## src/core/tmr_pkg.sv

```systemverilog
// Package for the 8-bit timer/counter: register map, field positions, timing constants.
// Assumes a 32-bit AXI4-Lite slave with one register per aligned word.
package tmr_pkg;
  localparam int unsigned ADDR_W = 6;
  // Register byte addresses
  localparam logic [5:0] OFS_CTRL_A   = 6'h00;
  localparam logic [5:0] OFS_COUNT    = 6'h04;
  localparam logic [5:0] OFS_COMPARE  = 6'h08;
  localparam logic [5:0] OFS_IRQ_MASK = 6'h0C;
  localparam logic [5:0] OFS_IRQ_FLAG = 6'h10;
  localparam logic [5:0] OFS_GEN_CTRL = 6'h14;
  localparam logic [5:0] OFS_IRQ_CLR  = 6'h18;
  // Field positions
  localparam int unsigned BIT_FORCE   = 7;
  localparam int unsigned BIT_WGM1    = 6;
  localparam int unsigned BIT_WGM0    = 3;
  localparam int unsigned CS_LSB      = 0;
  localparam int unsigned BIT_CMP     = 1;
  localparam int unsigned BIT_OVF     = 0;
  localparam int unsigned BIT_SYNC    = 7;
  localparam int unsigned BIT_SECOND_PRESCALER_RESET    = 1;
  localparam int unsigned BIT_SHARED_PRESCALER_RESET   = 0;
  // Clock select codes
  localparam logic [2:0] CS_STOP = 3'h0;
  localparam logic [2:0] CS_DIV1 = 3'h1;
  localparam logic [2:0] CS_DIV8 = 3'h2;
  localparam logic [2:0] CS_DIV64 = 3'h3;
  localparam logic [2:0] CS_DIV256 = 3'h4;
  localparam logic [2:0] CS_DIV1024 = 3'h5;
  localparam logic [2:0] CS_EXT_FALL = 3'h6;
  localparam logic [2:0] CS_EXT_RISE = 3'h7;
  // Prescaler taps (count of io_clock cycles minus one)
  localparam logic [9:0] PRE_MAX    = 10'h3FF;
  localparam logic [9:0] MASK_8     = 10'h007;
  localparam logic [9:0] MASK_64    = 10'h03F;
  localparam logic [9:0] MASK_256   = 10'h0FF;
  localparam logic [9:0] MASK_1024  = 10'h3FF;
  localparam logic [7:0] CNT_MAX    = 8'hFF;
  localparam logic [7:0] CNT_BOTTOM = 8'h00;
  localparam logic [7:0] RST_BYTE   = 8'h00;
  localparam logic [1:0] RESP_OKAY  = 2'h0;
  localparam logic [1:0] RESP_SLVERR = 2'h2;
  // Waveform generation modes
  typedef enum logic [1:0] {
    TMR_NORMAL = 2'h0,
    TMR_PC_PWM = 2'h1,
    TMR_CTC    = 2'h2,
    TMR_FAST   = 2'h3
  } tmr_wgm_e;
  // Flag pair carried together
  typedef struct packed {
    logic cmp;
    logic ovf;
  } tmr_flags_s;
endpackage

```

## src/core/tmr_timer0.sv

```systemverilog
// 8-bit timer/counter control and status core with AXI4-Lite register access.
// Assumes a synchronous bus master on clk; external_count_pin is asynchronous.
// Function
// RULE1: A three-bit clock select picks stop, io_clock divided by 1, 8, 64, 256, 1024, or the external pin falling or rising edge.
// RULE2: External pin edges advance the counter whatever the pin direction is.
// RULE3: The count register is directly readable and writable by software.
// RULE4: A software write to the count suppresses a compare match on the next timer clock.
// RULE5: The compare value is compared with the count continuously.
// RULE6: The compare enable in mask bit 1 with the global enable gates the compare interrupt.
// RULE7: The overflow enable in mask bit 0 with the global enable gates the overflow interrupt.
// RULE8: The compare flag in flag bit 1 sets on match and clears on vector entry or a written one.
// RULE9: The overflow flag in flag bit 0 sets on overflow and clears on vector entry or a written one.
// RULE10: In phase correct mode the overflow flag sets when the counter turns at zero.
// RULE11: With sync mode bit 7 set, the prescaler reset bits keep their written values.
// RULE12: Writing sync mode to zero clears both prescaler reset bits so held timers start together.
// RULE13: The shared prescaler reset bit 0 resets the prescaler and self-clears unless sync mode is on.
// RULE14: An external pin edge reaches the counter after synchronising and edge detection.
// RULE15: The force-compare strobe reads zero and forces a compare action without flag or clear.
// RULE16: Writing zero to a flag leaves it unchanged; ones on clear flags do nothing.
//
// The AXI4-Lite interface to the registers and the address map were decided locally.
`timescale 1ns/1ps
module tmr_timer0 (
  input  wire logic        clk,
  input  wire logic        sys_rst,
  input  wire logic [5:0]  s_axi_awaddr,
  input  wire logic        s_axi_awvalid,
  output logic             s_axi_awready,
  input  wire logic [31:0] s_axi_wdata,
  input  wire logic [3:0]  s_axi_wstrb,
  input  wire logic        s_axi_wvalid,
  output logic             s_axi_wready,
  output logic [1:0]       s_axi_bresp,
  output logic             s_axi_bvalid,
  input  wire logic        s_axi_bready,
  input  wire logic [5:0]  s_axi_araddr,
  input  wire logic        s_axi_arvalid,
  output logic             s_axi_arready,
  output logic [31:0]      s_axi_rdata,
  output logic [1:0]       s_axi_rresp,
  output logic             s_axi_rvalid,
  input  wire logic        s_axi_rready,
  input  wire logic        external_count_pin,
  input  wire logic        global_irq_enable,
  input  wire logic        compare_vector_ack,
  input  wire logic        overflow_vector_ack,
  output logic             compare_output_pin,
  output logic             irq,
  output logic             compare_irq,
  output logic             overflow_irq
);
  // Control registers
  logic [7:0] control_reg_a;
  logic [7:0] count_value_reg;
  logic [7:0] compare_value_reg;
  logic [7:0] interrupt_mask_reg;
  logic       sync_hold_mode;
  logic       shared_prescaler_reset;
  logic       second_prescaler_reset;
  tmr_pkg::tmr_flags_s flags;
  logic [9:0] prescale;
  logic       count_down;
  logic       block_match;
  logic       cmp_state;
  // Pin synchroniser
  logic       pin_s1;
  logic       pin_s2;
  logic       pin_s3;
  // Bus state
  logic       aw_held;
  logic       w_held;
  logic [5:0] aw_addr;
  logic [31:0] w_data;
  logic [3:0] w_strb;
  logic       wr_fire;
  logic       wr_lane0;
  logic [7:0] wbyte;
  logic [2:0] count_clock_select;
  tmr_pkg::tmr_wgm_e wgm;
  logic       tick;
  logic       ext_rise;
  logic       ext_fall;
  logic       cnt_wr;
  logic       match;
  logic       ovf_event;
  logic       cmp_event;
  logic       force_compare_strobe;
  logic [7:0] next_count;
  logic       next_down;
  logic [7:0] rd_byte;
  logic       rd_hit;

  assign count_clock_select = control_reg_a[tmr_pkg::CS_LSB +: 3];
  assign wgm = tmr_pkg::tmr_wgm_e'({control_reg_a[tmr_pkg::BIT_WGM1],
                                    control_reg_a[tmr_pkg::BIT_WGM0]});
  assign wr_fire  = aw_held && w_held && !s_axi_bvalid;
  assign wr_lane0 = wr_fire && w_strb[0];
  assign wbyte    = w_data[7:0];
  assign cnt_wr   = wr_lane0 && (aw_addr == tmr_pkg::OFS_COUNT);
  assign force_compare_strobe = wr_lane0 && (aw_addr == tmr_pkg::OFS_CTRL_A)
                                && wbyte[tmr_pkg::BIT_FORCE];

  // Two flops then an edge register; second and third stages feed the detector
  always_ff @(posedge clk) begin
    if (sys_rst) begin
      pin_s1 <= 1'b0;
      pin_s2 <= 1'b0;
      pin_s3 <= 1'b0;
    end else begin
      pin_s1 <= external_count_pin; // RULE2
      pin_s2 <= pin_s1;
      pin_s3 <= pin_s2;
    end
  end
  assign ext_rise = pin_s2 && !pin_s3; // RULE14
  assign ext_fall = !pin_s2 && pin_s3; // RULE14

  // Shared prescaler, held in reset while the reset bit is high
  always_ff @(posedge clk) begin
    if (sys_rst || shared_prescaler_reset) begin
      prescale <= '0; // RULE13
    end else begin
      prescale <= prescale + 10'h001;
    end
  end

  always_comb begin
    tick = 1'b0;
    case (count_clock_select) // RULE1
      tmr_pkg::CS_STOP:     tick = 1'b0;
      tmr_pkg::CS_DIV1:     tick = 1'b1;
      tmr_pkg::CS_DIV8:     tick = (prescale & tmr_pkg::MASK_8) == tmr_pkg::MASK_8;
      tmr_pkg::CS_DIV64:    tick = (prescale & tmr_pkg::MASK_64) == tmr_pkg::MASK_64;
      tmr_pkg::CS_DIV256:   tick = (prescale & tmr_pkg::MASK_256) == tmr_pkg::MASK_256;
      tmr_pkg::CS_DIV1024:  tick = (prescale & tmr_pkg::MASK_1024) == tmr_pkg::MASK_1024;
      tmr_pkg::CS_EXT_FALL: tick = ext_fall;
      tmr_pkg::CS_EXT_RISE: tick = ext_rise;
      default:              tick = 1'b0;
    endcase
    // Internal sources are gated by the prescaler reset, which halts the timer
    if (shared_prescaler_reset && count_clock_select != tmr_pkg::CS_EXT_FALL
        && count_clock_select != tmr_pkg::CS_EXT_RISE) begin
      tick = 1'b0;
    end
  end

  assign match = (count_value_reg == compare_value_reg); // RULE5
  assign cmp_event = tick && match && !block_match;      // RULE4

  // Counting sequence per waveform mode
  always_comb begin
    next_count = count_value_reg;
    next_down  = count_down;
    ovf_event  = 1'b0;
    case (wgm)
      tmr_pkg::TMR_PC_PWM: begin
        if (count_down) begin
          if (count_value_reg == tmr_pkg::CNT_BOTTOM) begin
            next_down  = 1'b0;
            next_count = count_value_reg + 8'h01;
            ovf_event  = 1'b1; // RULE10
          end else begin
            next_count = count_value_reg - 8'h01;
          end
        end else if (count_value_reg == tmr_pkg::CNT_MAX) begin
          next_down  = 1'b1;
          next_count = count_value_reg - 8'h01;
        end else begin
          next_count = count_value_reg + 8'h01;
        end
      end
      tmr_pkg::TMR_CTC: begin
        if (match) begin
          next_count = tmr_pkg::CNT_BOTTOM;
        end else begin
          next_count = count_value_reg + 8'h01;
        end
        ovf_event = (count_value_reg == tmr_pkg::CNT_MAX);
      end
      default: begin
        next_count = count_value_reg + 8'h01;
        ovf_event  = (count_value_reg == tmr_pkg::CNT_MAX);
      end
    endcase
  end

  // Counter; a software write has priority over counting
  always_ff @(posedge clk) begin
    if (sys_rst) begin
      count_value_reg <= tmr_pkg::RST_BYTE;
      count_down      <= 1'b0;
    end else if (cnt_wr) begin
      count_value_reg <= wbyte; // RULE3
    end else if (tick) begin
      count_value_reg <= next_count;
      count_down      <= next_down;
    end
  end

  // Match blocking lasts until the next timer clock, even while stopped
  always_ff @(posedge clk) begin
    if (sys_rst) begin
      block_match <= 1'b0;
    end else if (cnt_wr) begin
      block_match <= 1'b1; // RULE4
    end else if (tick) begin
      block_match <= 1'b0;
    end
  end

  // Compare output toggles on match or on a forced compare
  always_ff @(posedge clk) begin
    if (sys_rst) begin
      cmp_state <= 1'b0;
    end else if (cmp_event || force_compare_strobe) begin
      cmp_state <= !cmp_state; // RULE15
    end
  end

  // Flags: set wins over any clear in the same cycle
  always_ff @(posedge clk) begin
    if (sys_rst) begin
      flags <= '0;
    end else begin
      if (cmp_event) begin
        flags.cmp <= 1'b1; // RULE8
      end else if (compare_vector_ack) begin
        flags.cmp <= 1'b0; // RULE8
      end else if (wr_lane0 && wbyte[tmr_pkg::BIT_CMP] &&
                   (aw_addr == tmr_pkg::OFS_IRQ_FLAG || aw_addr == tmr_pkg::OFS_IRQ_CLR)) begin
        flags.cmp <= 1'b0; // RULE16
      end
      if (tick && ovf_event) begin
        flags.ovf <= 1'b1; // RULE9
      end else if (overflow_vector_ack) begin
        flags.ovf <= 1'b0; // RULE9
      end else if (wr_lane0 && wbyte[tmr_pkg::BIT_OVF] &&
                   (aw_addr == tmr_pkg::OFS_IRQ_FLAG || aw_addr == tmr_pkg::OFS_IRQ_CLR)) begin
        flags.ovf <= 1'b0; // RULE16
      end
    end
  end

  // Control, compare and mask registers
  always_ff @(posedge clk) begin
    if (sys_rst) begin
      control_reg_a      <= tmr_pkg::RST_BYTE;
      compare_value_reg  <= tmr_pkg::RST_BYTE;
      interrupt_mask_reg <= tmr_pkg::RST_BYTE;
    end else if (wr_lane0) begin
      case (aw_addr)
        tmr_pkg::OFS_CTRL_A: begin
          control_reg_a <= {1'b0, wbyte[6:0]}; // RULE15
        end
        tmr_pkg::OFS_COMPARE:  compare_value_reg  <= wbyte;
        tmr_pkg::OFS_IRQ_MASK: interrupt_mask_reg <= wbyte;
        default: begin
        end
      endcase
    end
  end

  // General control: sync mode holds reset bits, else they self-clear
  always_ff @(posedge clk) begin
    if (sys_rst) begin
      sync_hold_mode         <= 1'b0;
      shared_prescaler_reset <= 1'b0;
      second_prescaler_reset <= 1'b0;
    end else if (wr_lane0 && aw_addr == tmr_pkg::OFS_GEN_CTRL) begin
      sync_hold_mode         <= wbyte[tmr_pkg::BIT_SYNC];
      // One cycle of reset follows a reset bit written as one; it stays only under sync mode
      shared_prescaler_reset <= wbyte[tmr_pkg::BIT_SHARED_PRESCALER_RESET]; // RULE11
      second_prescaler_reset <= wbyte[tmr_pkg::BIT_SECOND_PRESCALER_RESET];  // RULE11
    end else if (!sync_hold_mode) begin
      shared_prescaler_reset <= 1'b0; // RULE12 RULE13
      second_prescaler_reset <= 1'b0; // RULE12
    end
  end

  // Interrupt outputs
  always_ff @(posedge clk) begin
    if (sys_rst) begin
      compare_irq  <= 1'b0;
      overflow_irq <= 1'b0;
      irq          <= 1'b0;
    end else begin
      compare_irq  <= global_irq_enable && interrupt_mask_reg[tmr_pkg::BIT_CMP]
                      && flags.cmp; // RULE6
      overflow_irq <= global_irq_enable && interrupt_mask_reg[tmr_pkg::BIT_OVF]
                      && flags.ovf; // RULE7
      irq          <= global_irq_enable &&
                      ((interrupt_mask_reg[tmr_pkg::BIT_CMP] && flags.cmp) ||
                       (interrupt_mask_reg[tmr_pkg::BIT_OVF] && flags.ovf));
    end
  end

  always_ff @(posedge clk) begin
    if (sys_rst) begin
      compare_output_pin <= 1'b0;
    end else begin
      compare_output_pin <= cmp_state;
    end
  end

  // Write channel: address and data taken in either order
  always_ff @(posedge clk) begin
    if (sys_rst) begin
      aw_held       <= 1'b0;
      w_held        <= 1'b0;
      aw_addr       <= '0;
      w_data        <= '0;
      w_strb        <= '0;
      s_axi_awready <= 1'b0;
      s_axi_wready  <= 1'b0;
      s_axi_bvalid  <= 1'b0;
      s_axi_bresp   <= tmr_pkg::RESP_OKAY;
    end else begin
      s_axi_awready <= !aw_held && !s_axi_awready && !s_axi_bvalid;
      s_axi_wready  <= !w_held && !s_axi_wready && !s_axi_bvalid;
      if (s_axi_awvalid && s_axi_awready) begin
        aw_held <= 1'b1;
        aw_addr <= s_axi_awaddr;
      end
      if (s_axi_wvalid && s_axi_wready) begin
        w_held <= 1'b1;
        w_data <= s_axi_wdata;
        w_strb <= s_axi_wstrb;
      end
      if (wr_fire) begin
        aw_held      <= 1'b0;
        w_held       <= 1'b0;
        s_axi_bvalid <= 1'b1;
        s_axi_bresp  <= (aw_addr > tmr_pkg::OFS_IRQ_CLR || aw_addr[1:0] != 2'h0) ?
                        tmr_pkg::RESP_SLVERR : tmr_pkg::RESP_OKAY;
      end else if (s_axi_bvalid && s_axi_bready) begin
        s_axi_bvalid <= 1'b0;
      end
    end
  end

  // Read decode
  always_comb begin
    rd_byte = tmr_pkg::RST_BYTE;
    rd_hit  = 1'b1;
    case (s_axi_araddr)
      tmr_pkg::OFS_CTRL_A:   rd_byte = control_reg_a; // RULE15
      tmr_pkg::OFS_COUNT:    rd_byte = count_value_reg; // RULE3
      tmr_pkg::OFS_COMPARE:  rd_byte = compare_value_reg;
      tmr_pkg::OFS_IRQ_MASK: rd_byte = interrupt_mask_reg;
      tmr_pkg::OFS_IRQ_FLAG: rd_byte = {6'h00, flags};
      tmr_pkg::OFS_GEN_CTRL: rd_byte = {sync_hold_mode, 5'h00,
                                        second_prescaler_reset, shared_prescaler_reset};
      tmr_pkg::OFS_IRQ_CLR:  rd_byte = tmr_pkg::RST_BYTE;
      default:               rd_hit  = 1'b0;
    endcase
  end

  always_ff @(posedge clk) begin
    if (sys_rst) begin
      s_axi_arready <= 1'b0;
      s_axi_rvalid  <= 1'b0;
      s_axi_rdata   <= '0;
      s_axi_rresp   <= tmr_pkg::RESP_OKAY;
    end else begin
      s_axi_arready <= !s_axi_arready && !s_axi_rvalid && !s_axi_arvalid ? 1'b0 :
                       (!s_axi_arready && !s_axi_rvalid);
      if (s_axi_arvalid && s_axi_arready) begin
        s_axi_rvalid <= 1'b1;
        s_axi_rdata  <= {24'h00_0000, rd_byte};
        s_axi_rresp  <= rd_hit ? tmr_pkg::RESP_OKAY : tmr_pkg::RESP_SLVERR;
      end else if (s_axi_rvalid && s_axi_rready) begin
        s_axi_rvalid <= 1'b0;
      end
    end
  end
endmodule

```

## config.mk

```make
export PLATFORM = sky130hd
export DESIGN_NAME = tmr_timer0
export DESIGN_NICKNAME = d
export VERILOG_FILES = /design/src/core/tmr_pkg.sv /design/src/core/tmr_timer0.sv
export SDC_FILE = /design/constraint.sdc
export NUM_CORES = 1
export LEC_CHECK = 0
export CAP_MARGIN = 20
export CORE_UTILIZATION = 55
export CTS_CLUSTER_SIZE = 10
export DETAILED_ROUTE_END_ITERATION = 10
export DONT_BUFFER_PORTS = 1
export PLACE_DENSITY = 0.77
export SETUP_SLACK_MARGIN = 0.2
export SLEW_MARGIN = 0
export SYNTH_ARGS = -nofsm -noshare
export SYNTH_HDL_FRONTEND = slang
export SYNTH_SLANG_ARGS = --single-unit
```

## constraint.sdc

```tcl
create_clock -name clk -period 2.6 [get_ports clk]
set_input_delay 0.26 -clock clk [delete_from_list [all_inputs] [get_ports clk]]
set_output_delay 0.26 -clock clk [all_outputs]
set_load 0.02 [all_outputs]
```

==> results of run 1 <==
[worst max-delay path, delay by kind of cell (launching register included)]
family	cells	cell delay (ps)
AOI/OAI and AO/OA	5	1100
and+or+nand+nor	1	580
DFF	1	310
buffers and inverters	1	210
[through the flow]
| stage | area [um^2] | setup WS, ps | util, % | hold slack, ps |
|---|---|---|---|---|
| 2_1_floorplan | 4520 | 365 | - | 341 |
| 3_3_place_gp | 4430 | 240 | 57.0 | 335 |
| 3_5_place_dp | 4430 | 222 | 57.0 | 337 |
| 4_1_cts | 4690 | 247 | 60.3 | 21.1 |
| 5_1_grt | 4690 | 162 | 60.4 | 28.9 |
| 6_report | 4690 | 290 | 60.4 | 28.0 |
[where the power goes]
group / total (mW) / internal, mW / switching, mW / leakage [nW]
sequential: 1.41 / 1.37 / 0.0411 / 0.713
clock: 0.970 / 0.499 / 0.471 / 0.107
combinational: 0.124 / 0.0379 / 0.0863 / 1.09
[placed cells by master, fill, tap and decap left out, types with 3 or more instances in the layout]
| cell type | netlist | routed |
|---|---|---|
| dfxtp_1 | 88 | 87 |
| o211ai_1 | 6 | 6 |
| o221ai_1 | 3 | 3 |
| mux2i_1 | 27 | 27 |
| a221oi_1 | 3 | 3 |
| and3_1 | 4 | 4 |
| o21ai_0 | 11 | 11 |
| ha_1 | 7 | 7 |
| conb_1 | 1 | 26 |
| nor3_1 | 7 | 7 |
| nand4b_1 | 4 | 4 |
| a21oi_1 | 38 | 38 |
| nor4_1 | 6 | 6 |
| clkbuf_8 | 0 | 11 |
| nor2b_1 | 7 | 7 |
| nand2b_1 | 6 | 6 |
| or3_1 | 5 | 5 |
| xnor2_1 | 7 | 7 |
| nor3b_1 | 5 | 5 |
| nor2_1 | 57 | 57 |
| a22oi_1 | 7 | 7 |
| mux4_2 | 4 | 4 |
| nand3_1 | 20 | 20 |
| a211oi_1 | 3 | 3 |
| nand2_1 | 51 | 51 |
| mux2_2 | 4 | 4 |
| xor2_1 | 16 | 16 |
| nand4_1 | 3 | 3 |
| a31oi_1 | 3 | 3 |
| inv_1 | 13 | 13 |
| buf_4 | 26 | 16 |
| a311oi_1 | 3 | 3 |
[what timing repair did]
action / 4_1_cts / 5_1_grt
pin swaps: 1 / 1
endpoints found under the hold margin: 66 / 0
buffers inserted: 3 / 0
endpoints found under the setup margin: 1 / 5
gates resized for setup: 0 / 1
hold buffers: 1 / 0
[routing by layer]
metal / track usage, % / routed length [um] / vias to the layer above
li1: - / - / 1747
met5: 0 / 0 / -
met4: 5.95 / 100 / 0
met1: 32.3 / 4430 / 1690
met2: 39.6 / 4610 / 133
met3: 6.22 / 678 / 15
[final cells by class]
class | instances | share of cell area [%]
clock buffers | 12 | 3.31
clock inverters | 4 | 1.12
inverters | 13 | 1.04
multi-input cells | 379 | 51.1
flip-flops and latches | 88 | 37.6
well taps | 102 | 2.72
repair buffers | 17 | 3.15
[cells by family after synthesis]
family | count (synthesis)
AO/OA/AOI/OAI | 99
XOR/XNOR | 23
adder cells (fa/ha/maj) | 7
buffers and inverters | 68
flip-flops | 88
multiplexers | 36
other | 1
AND/OR/NAND/NOR | 188
[path summary, 6_finish.rpt]
check,endpoint,start
worst max-delay path,count_value_reg[4],count_value_reg[2]
worst min register to register,pin_s2,pin_s1
worst min-delay path,w_data[5],s_axi_wdata[5]
worst max register to register,count_value_reg[4],count_value_reg[2]
==> results.json, run 1 <==
{
  "status": "finished clean",
  "rsz0062_at_grt": "true",
  "synthCells": 510,
  "die-area_um2": 8400,
  "io_buffers": 0,
  "grt_pass1_wl_mm": 16.3,
  "synth_area_um2": 4420,
  "antenna_found_initial": 0,
  "synth_top_family_by_area": "simple AND/OR/NAND/NOR gates",
  "cts.sinks": 88,
  "multi_input_area_um2": 2390,
  "drc": 0,
  "path_cells": "or4_4 -> o41ai_4 -> buf_4 -> a21oi_2 -> a2bb2oi_1 -> a221o_1 -> a32o_1",
  "final_cell_count_no_fill": 615,
  "ys_seq_area_share_pct": 39.8,
  "worstPathArrival_ps": 2560,
  "gp_congestion": 0.840,
  "largest_reg_flops": 10,
  "start_kind": "flip-flop",
  "drt-initial-drc-count": 236,
  "ys_warn_count": 0,
  "routed_wirelength_mm": 9.81,
  "slowest_stage": "or4_4",
  "grt_pass1_vias": 3336,
  "path_class": "flip-flop to flip-flop",
  "grt_usage_pct": 24.3,
  "maxSlewViolCount": 0,
  "pin_count": 104,
  "yosys-top-cells-area": "dfxtp_1 40%, mux2i_1 6.1%, nor2_1 4.8%",
  "cp_data_required_time_ps": 2850,
  "worst-slew-pin-transition_ps": 657,
  "yosys.area_share.adder_pct": 1.98,
  "slew_headroom_pct": 56.1,
  "fin_skew_ps": 11.3,
  "die_w_um": 91.7,
  "post_drt_wl_per_cell_um": 16.0,
  "n_fill_cell": 693,
  "synth_edf_count": 0,
  "cts_tree": "done",
  "clk_pin_slew_ps": 80,
  "max_freq_ghz": 0.433,
  "synth_compound_area_share_pct": 15.1,
  "setup_viol": 0,
  "cp_max_fo": 6,
  "diodes": 0,
  "htree_levels": 3,
  "vias_per_cell": 5.83,
  "drive_gt1_share_pct": 9.16,
  "first_pass_iters": 5,
  "grt_overflow_total": 0,
  "max_stage_delay_ps": 580,
  "largest_register": "prescale",
  "hpwl_mm": 6.89,
  "dr_total_vias": 3585,
  "yosysMostFrequentCell": "dfxtp_1",
  "powerDensity_nw_per_um2": 535,
  "synth-seq-cells": 88,
  "core_um2": 7770,
  "hold-path-cell-count": 2,
  "postRouteAntennaNets": 0,
  "synth_top_cell_by_area": "dfxtp_1",
  "r2r_cells": 7,
  "syn_area_per_cell_um2": 8.67,
  "register_area_um2": 1760,
  "ys_types": 61,
  "cts.path.max_buffers": 2,
  "final-hold-violation-count": 0,
  "cp-end-kind": "flip-flop",
  "start_util_pct": 56.9,
  "num_rows": 32,
  "synth_flop_cell": "dfxtp_1",
  "synth-simple-area-share_pct": 20.5,
  "cts_inserted_buffers": 9,
  "peakVddDrop_mv": 0.440,
  "rrSetupSlack_ps": 290,
  "synth_async_sr_flop_share_pct": 0,
  "synth-xor-area-share_pct": 4.55,
  "die_h_um": 91.7,
  "leakagePower_nw": 1.91,
  "drv_cap": 0,
  "power_mw": 2.51,
  "setup_tns_ps": 0,
  "insertion_delay_ps": 360,
  "grt_max_degree": 67,
  "synth_commonest_cells": "88 x dfxtp_1, 57 x nor2_1, 51 x nand2_1",
  "cts_root_buf": "clkbuf_8",
  "dpl.cell_count": 595,
  "synthMuxAreaShare_pct": 9.76,
  "period_share_pct": 88.8,
  "area_delta_synth_final_pct": 6.00,
  "fin_nets": 574,
  "hold_path_class": "input port to flip-flop",
  "finalCriticalPeriod_ps": 2310,
  "netlist.area_leader.share_pct": 39.8
}
No activity file was read; power rests on OpenSTA's default activity.
==> run 2: changes to the inputs <==
--- a/config.mk
+++ b/config.mk
@@ -6,11 +6,11 @@
 export NUM_CORES = 1
 export LEC_CHECK = 0
 export CAP_MARGIN = 20
-export CORE_UTILIZATION = 55
+export CORE_UTILIZATION = 35
 export CTS_CLUSTER_SIZE = 10
 export DETAILED_ROUTE_END_ITERATION = 10
 export DONT_BUFFER_PORTS = 1
-export PLACE_DENSITY = 0.77
+export PLACE_DENSITY = 0.56
 export SETUP_SLACK_MARGIN = 0.2
 export SLEW_MARGIN = 0
 export SYNTH_ARGS = -nofsm -noshare
==> run 2 against run 1 <==
Die area is 56% higher. Sequential share of layout area is 1.7 points lower. Global-route usage is 7.8 points lower. Wire length is 5.4% higher. Clock power is 46% higher. Sequential power hardly changed. Critical path depth stayed put. Maximum frequency is 0.38% higher. Non-clock buffer count stayed put. Power is 18% higher. Critical path type unchanged. Highest routed layer unchanged.
==> results.json, run 2 (synthesis gave the netlist of run 1 again) <==
{
  "status": "finished clean",
  "first_pass_iters": 5,
  "dpl_cell_area_um2": 4500,
  "grt_pass1_vias": 3191,
  "stdcell_area_um2": 4910,
  "drc": 0,
  "finalCriticalPeriod_ps": 2300,
  "rsz0062_at_grt": "false",
  "max_freq_ghz": 0.435,
  "pin_count": 104,
  "multi_input_area_um2": 2410,
  "cts.sinks": 88,
  "num_rows": 40,
  "grt_overflow_total": 0,
  "crit_family": "compound AO/OA/AOI/OAI gates",
  "start_util_pct": 36.4,
  "maxSlewViolCount": 0,
  "die-area_um2": 13100,
  "area_delta_synth_final_pct": 11.0,
  "drv_cap": 0,
  "postRouteAntennaNets": 0,
  "path_class": "flip-flop to flip-flop",
  "layout_commonest_cell": "dfxtp_1",
  "register_area_um2": 1760,
  "period_share_pct": 88.5,
  "core_um2": 12200,
  "final_cell_count_no_fill": 681,
  "clk_pin_slew_ps": 70,
  "power_mw": 2.96,
  "insertion_delay_ps": 350,
  "cts_root_buf": "clkbuf_16",
  "dr_total_vias": 3529,
  "routed_wirelength_mm": 10.3,
  "gp_congestion": 0.857,
  "worst-slew-pin-transition_ps": 754,
  "pre_cts_ws_ps": 260,
  "die_h_um": 114,
  "largest_register": "prescale",
  "setup_viol": 0,
  "cts_inserted_buffers": 9,
  "fin_skew_ps": 8.33,
  "slew_headroom_pct": 49.0,
  "cp-end-kind": "flip-flop",
  "drt-initial-drc-count": 238,
  "worstPathArrival_ps": 2540,
  "path_cells": "or4_4 -> o41ai_4 -> buf_4 -> a21oi_4 -> a2bb2oi_1 -> a221o_1 -> a32o_1",
  "cp_data_required_time_ps": 2840,
  "fin_nets": 574,
  "die_w_um": 114,
  "diodes": 0,
  "cts.path.max_buffers": 2,
  "dpl.cell_count": 660,
  "peakVddDrop_mv": 0.376,
  "grt_max_degree": 66,
  "path_buf_inv": 1,
  "final-hold-violation-count": 0,
  "post_drt_wl_per_cell_um": 15.2,
  "leakagePower_nw": 1.97,
  "hpwl_mm": 7.37,
  "vias_per_cell": 5.18,
  "drive_gt1_share_pct": 9.36,
  "worst_slack_ps": 299,
  "powerDensity_nw_per_um2": 603,
  "grt_usage_pct": 16.5,
  "io_buffers": 0,
  "slowest_stage": "or4_4",
  "cp_max_fo": 8,
  "setup_tns_ps": 0,
  "layout_common_cells": "88 x dfxtp_1, 57 x nor2_1, 50 x nand2_1",
  "htree_levels": 3,
  "hold_path_class": "input port to flip-flop",
  "max_stage_delay_ps": 580,
  "cts_tree": "done",
  "antenna_found_initial": 0,
  "start_kind": "flip-flop",
  "n_fill_cell": 1252,
  "largest_reg_flops": 10,
  "grt_pass1_wl_mm": 16.5
}
==> run 2: cell type report <==
type	instances	share of cell area, %
multi-input combinational	379	49.1
clock inverter	7	2.09
clock buffer	9	4.59
timing repair buffer	17	3.06
sequential	88	35.9
inverter	13	0.994
tap	168	4.28
==> run 2: power breakdown <==
group	total, mW	switching (mW)	internal, mW	leakage, nW
combinational	0.125	0.0862	0.0384	1.10
sequential	1.42	0.0422	1.37	0.712
clock	1.42	0.565	0.854	0.157
==> run 2: path summary, 6_finish.rpt <==
| kind | from | end | slack (ps) | cells past startpoint |
|---|---|---|---|---|
| setup / recovery | count_value_reg[2] | count_value_reg[4] | 300 | 7 |
| hold / removal | s_axi_wdata[0] | w_data[0] | 40 | 2 |
| setup reg to reg | count_value_reg[2] | count_value_reg[4] | 300 | 7 |
| hold reg to reg | pin_s1 | pin_s2 | 450 | 1 |
==> run 2: what timing repair did <==
action | in CTS | in global routing
gates resized for setup | 0 | 3
setup endpoints to repair | 0 | 8
hold buffers | 1 | 1
endpoints found under the hold margin | 65 | 1
setup buffers | 0 | 3
==> run 2: metal layers <==
layer | wire (um) | global-route usage, %
met1 | 5180 | 23.0
met2 | 4560 | 24.6
met3 | 500 | 5.08
met4 | 103 | 4.59
met5 | 0 | 0
==> run 2: stage by stage <==
stage | util, % | hold slack, ps
detailed placement | 37.0 | 338
finish | 40.4 | 41.1
CTS | 40.0 | 6.96
global placement | 37.0 | 337
floorplan | - | 341
global route | 40.4 | 43.8
==> run 2: worst reg2reg max path: stages (launching register included) <==
cell and delay (ps):
dfxtp_1 310, or4_4 590, o41ai_4 300, buf_4 210, a21oi_4 80, a2bb2oi_1 160
a221o_1 300, a32o_1 250
==> run 3: changes to the inputs <==
--- a/config.mk
+++ b/config.mk
@@ -6,11 +6,11 @@
 export NUM_CORES = 1
 export LEC_CHECK = 0
 export CAP_MARGIN = 20
-export CORE_UTILIZATION = 35
+export CORE_UTILIZATION = 45
 export CTS_CLUSTER_SIZE = 10
 export DETAILED_ROUTE_END_ITERATION = 10
 export DONT_BUFFER_PORTS = 1
-export PLACE_DENSITY = 0.56
+export PLACE_DENSITY = 0.67
 export SETUP_SLACK_MARGIN = 0.2
 export SLEW_MARGIN = 0
 export SYNTH_ARGS = -nofsm -noshare
==> constraint.sdc (replaced) <==
create_clock -name clk -period 2.28 [get_ports clk]
set_input_delay 0.228 -clock clk [delete_from_list [all_inputs] [get_ports clk]]
set_output_delay 0.228 -clock clk [all_outputs]
set_load 0.02 [all_outputs]
==> run 3 against run 2 <==
Flip-flop and latch count unchanged. Count of clock-buffer cells in the layout increased by 3. First-iteration DRC count fell by 16%. Hold slack got worse by 35 ps. Global-route usage increased by 4.6 points. Cell area is 0.74% lower. Die area shrank 22%. Setup slack worse by 170 ps. Wire length rose by 0.92%. Utilization grew 12 points. Cell count down 4.4%. Critical path type unchanged. Highest routed layer unchanged.
==> results.json, run 3 (synthesis gave the netlist of run 1 again) <==
{
  "status": "finished clean",
  "dr_total_vias": 3593,
  "use_met3_pct": 4.07,
  "fin_hold_ws_ps": 6.14,
  "cts_root_buf": "clkbuf_8",
  "drt-initial-drc-count": 199,
  "start_util_pct": 47.2,
  "worstPathArrival_ps": 2430,
  "fin_skew_ps": 6.51,
  "core_um2": 9370,
  "max_freq_ghz": 0.466,
  "leakagePower_nw": 1.98,
  "hold_path_class": "input port to flip-flop",
  "area_delta_synth_final_pct": 10.2,
  "powerDensity_nw_per_um2": 621,
  "gp_congestion": 0.935,
  "layout_common_cells": "85 x dfxtp_1, 56 x nor2_1, 51 x nand2_1",
  "post_drt_wl_per_cell_um": 16.0,
  "largest_register": "prescale",
  "met2_usage_pct": 35.8,
  "die_w_um": 101,
  "pwr-share-comb_pct": 4.7,
  "drc": 0,
  "path_class": "flip-flop to flip-flop",
  "period_share_pct": 94.1,
  "grt_max_degree": 67,
  "worst_slack_ps": 134,
  "peakVddDrop_mv": 0.418,
  "pin_count": 104,
  "maxSlewViolCount": 0,
  "grt_usage_pct": 21.1,
  "p_int_mw": 2.36,
  "setup_tns_ps": 0,
  "n_fill_cell": 895,
  "p_seq_share_pct": 53.2,
  "routed_wirelength_mm": 10.4,
  "cts_tree": "done",
  "hpwl_mm": 7.40,
  "cts.path.max_buffers": 2,
  "grt_use_met1_pct": 27.4,
  "largest_reg_flops": 10,
  "cts_inserted_buffers": 9,
  "grt-busiest-layer": "met2",
  "power_mw": 3.03,
  "antenna_found_initial": 0,
  "postRouteAntennaNets": 0,
  "grt_pass1_wl_mm": 16.8,
  "setup_viol": 0,
  "fin_nets": 584,
  "cts.sinks": 88,
  "finalCriticalPeriod_ps": 2150,
  "dpl_cell_area_um2": 4530,
  "grt_overflow_total": 0,
  "first_pass_iters": 4,
  "stdcell_area_um2": 4870,
  "die_h_um": 101,
  "rsz0062_at_grt": "true",
  "power_switching_mw": 0.664,
  "drv_cap": 0,
  "num_rows": 35,
  "final-hold-violation-count": 0,
  "cp_max_fo": 6,
  "clk_pin_slew_ps": 80,
  "cp-end-kind": "flip-flop",
  "cp_data_required_time_ps": 2560,
  "pre_cts_ws_ps": 94.4,
  "vias_per_cell": 5.52,
  "layout_commonest_cell": "dfxtp_1",
  "grt_pass1_vias": 3418,
  "worst-slew-pin-transition_ps": 511,
  "diodes": 0,
  "insertion_delay_ps": 350,
  "htree_levels": 3,
  "die-area_um2": 10200,
  "clkPwrFrac_pct": 42.0,
  "io_buffers": 0,
  "swShare_pct": 21.9,
  "start_kind": "flip-flop",
  "drive_gt1_share_pct": 12.5,
  "slew_headroom_pct": 65.7
}
==> run 3: cell types whose count changed in the layout (fill, tap and decap cells not counted), moves of 2 or more <==
cell	change
dfxtp_1	-3
clkbuf_1	+2
clkbuf_16	-9
clkbuf_8	+10
dfxtp_2	+3
inv_6	-3
buf_4	+10
==> run 3: final cells by class <==
class	count	area, um^2	area share [%]
clock buffers	12	145	2.98
clock inverters	3	90.1	1.85
inverters	13	48.8	1.00
multi-input cells	379	2440	50.0
flip-flops and latches	88	1770	36.2
well taps	129	161	3.31
repair buffers	27	225	4.62
==> run 3: repair_timing <==
item,CTS,global route
gates cloned,0,0
endpoints found under the hold margin,66,0
setup buffers,2,1
endpoints found under the setup margin,8,19
pin swaps,2,1
hold buffers,2,0
resized for setup,4,10
==> run 3: worst paths after layout <==
kind,start,endpoint,slack (ps),cells past startpoint
setup reg to reg,count_value_reg[2],count_value_reg[3],130,7
setup / recovery,count_value_reg[2],count_value_reg[3],130,7
hold / removal,external_count_pin,pin_s1,6,1
hold reg to reg,pin_s1,pin_s2,450,1
==> run 3: power groups by stage <==
| stage | Combinational [mW] | Clock (mW) | Sequential, mW |
|---|---|---|---|
| after floorplan | 0.170 | 0 | 1.63 |
| after global placement | 0.116 | 0 | 1.65 |
| after detailed placement | 0.119 | 0 | 1.65 |
| after CTS | 0.144 | 1.29 | 1.61 |
| after global routing | 0.162 | 1.36 | 1.62 |
| final | 0.144 | 1.27 | 1.61 |
==> run 3: metrics by stage <==
step                utilization (%)  std cells
floorplan                         -        535
global placement               48.3        631
detailed placement             48.3        631
CTS                            51.5        650
global route                   52.0        651
finish                         52.0        651
==> run 3: worst max-delay path, stage by stage (launching register included) <==
cell and delay, ps:
dfxtp_2 320, or4_4 560, o41ai_4 290, buf_4 210, nand2_1 70, a2111oi_2 380, a221oi_1 100, o21ai_0 140
==> run 3: per-layer routing <==
metal / wire length [um] / vias to the layer above
met5: 0 / -
met4: 112 / 0
met3: 654 / 15
met2: 4890 / 115
met1: 4780 / 1702
li1: - / 1761
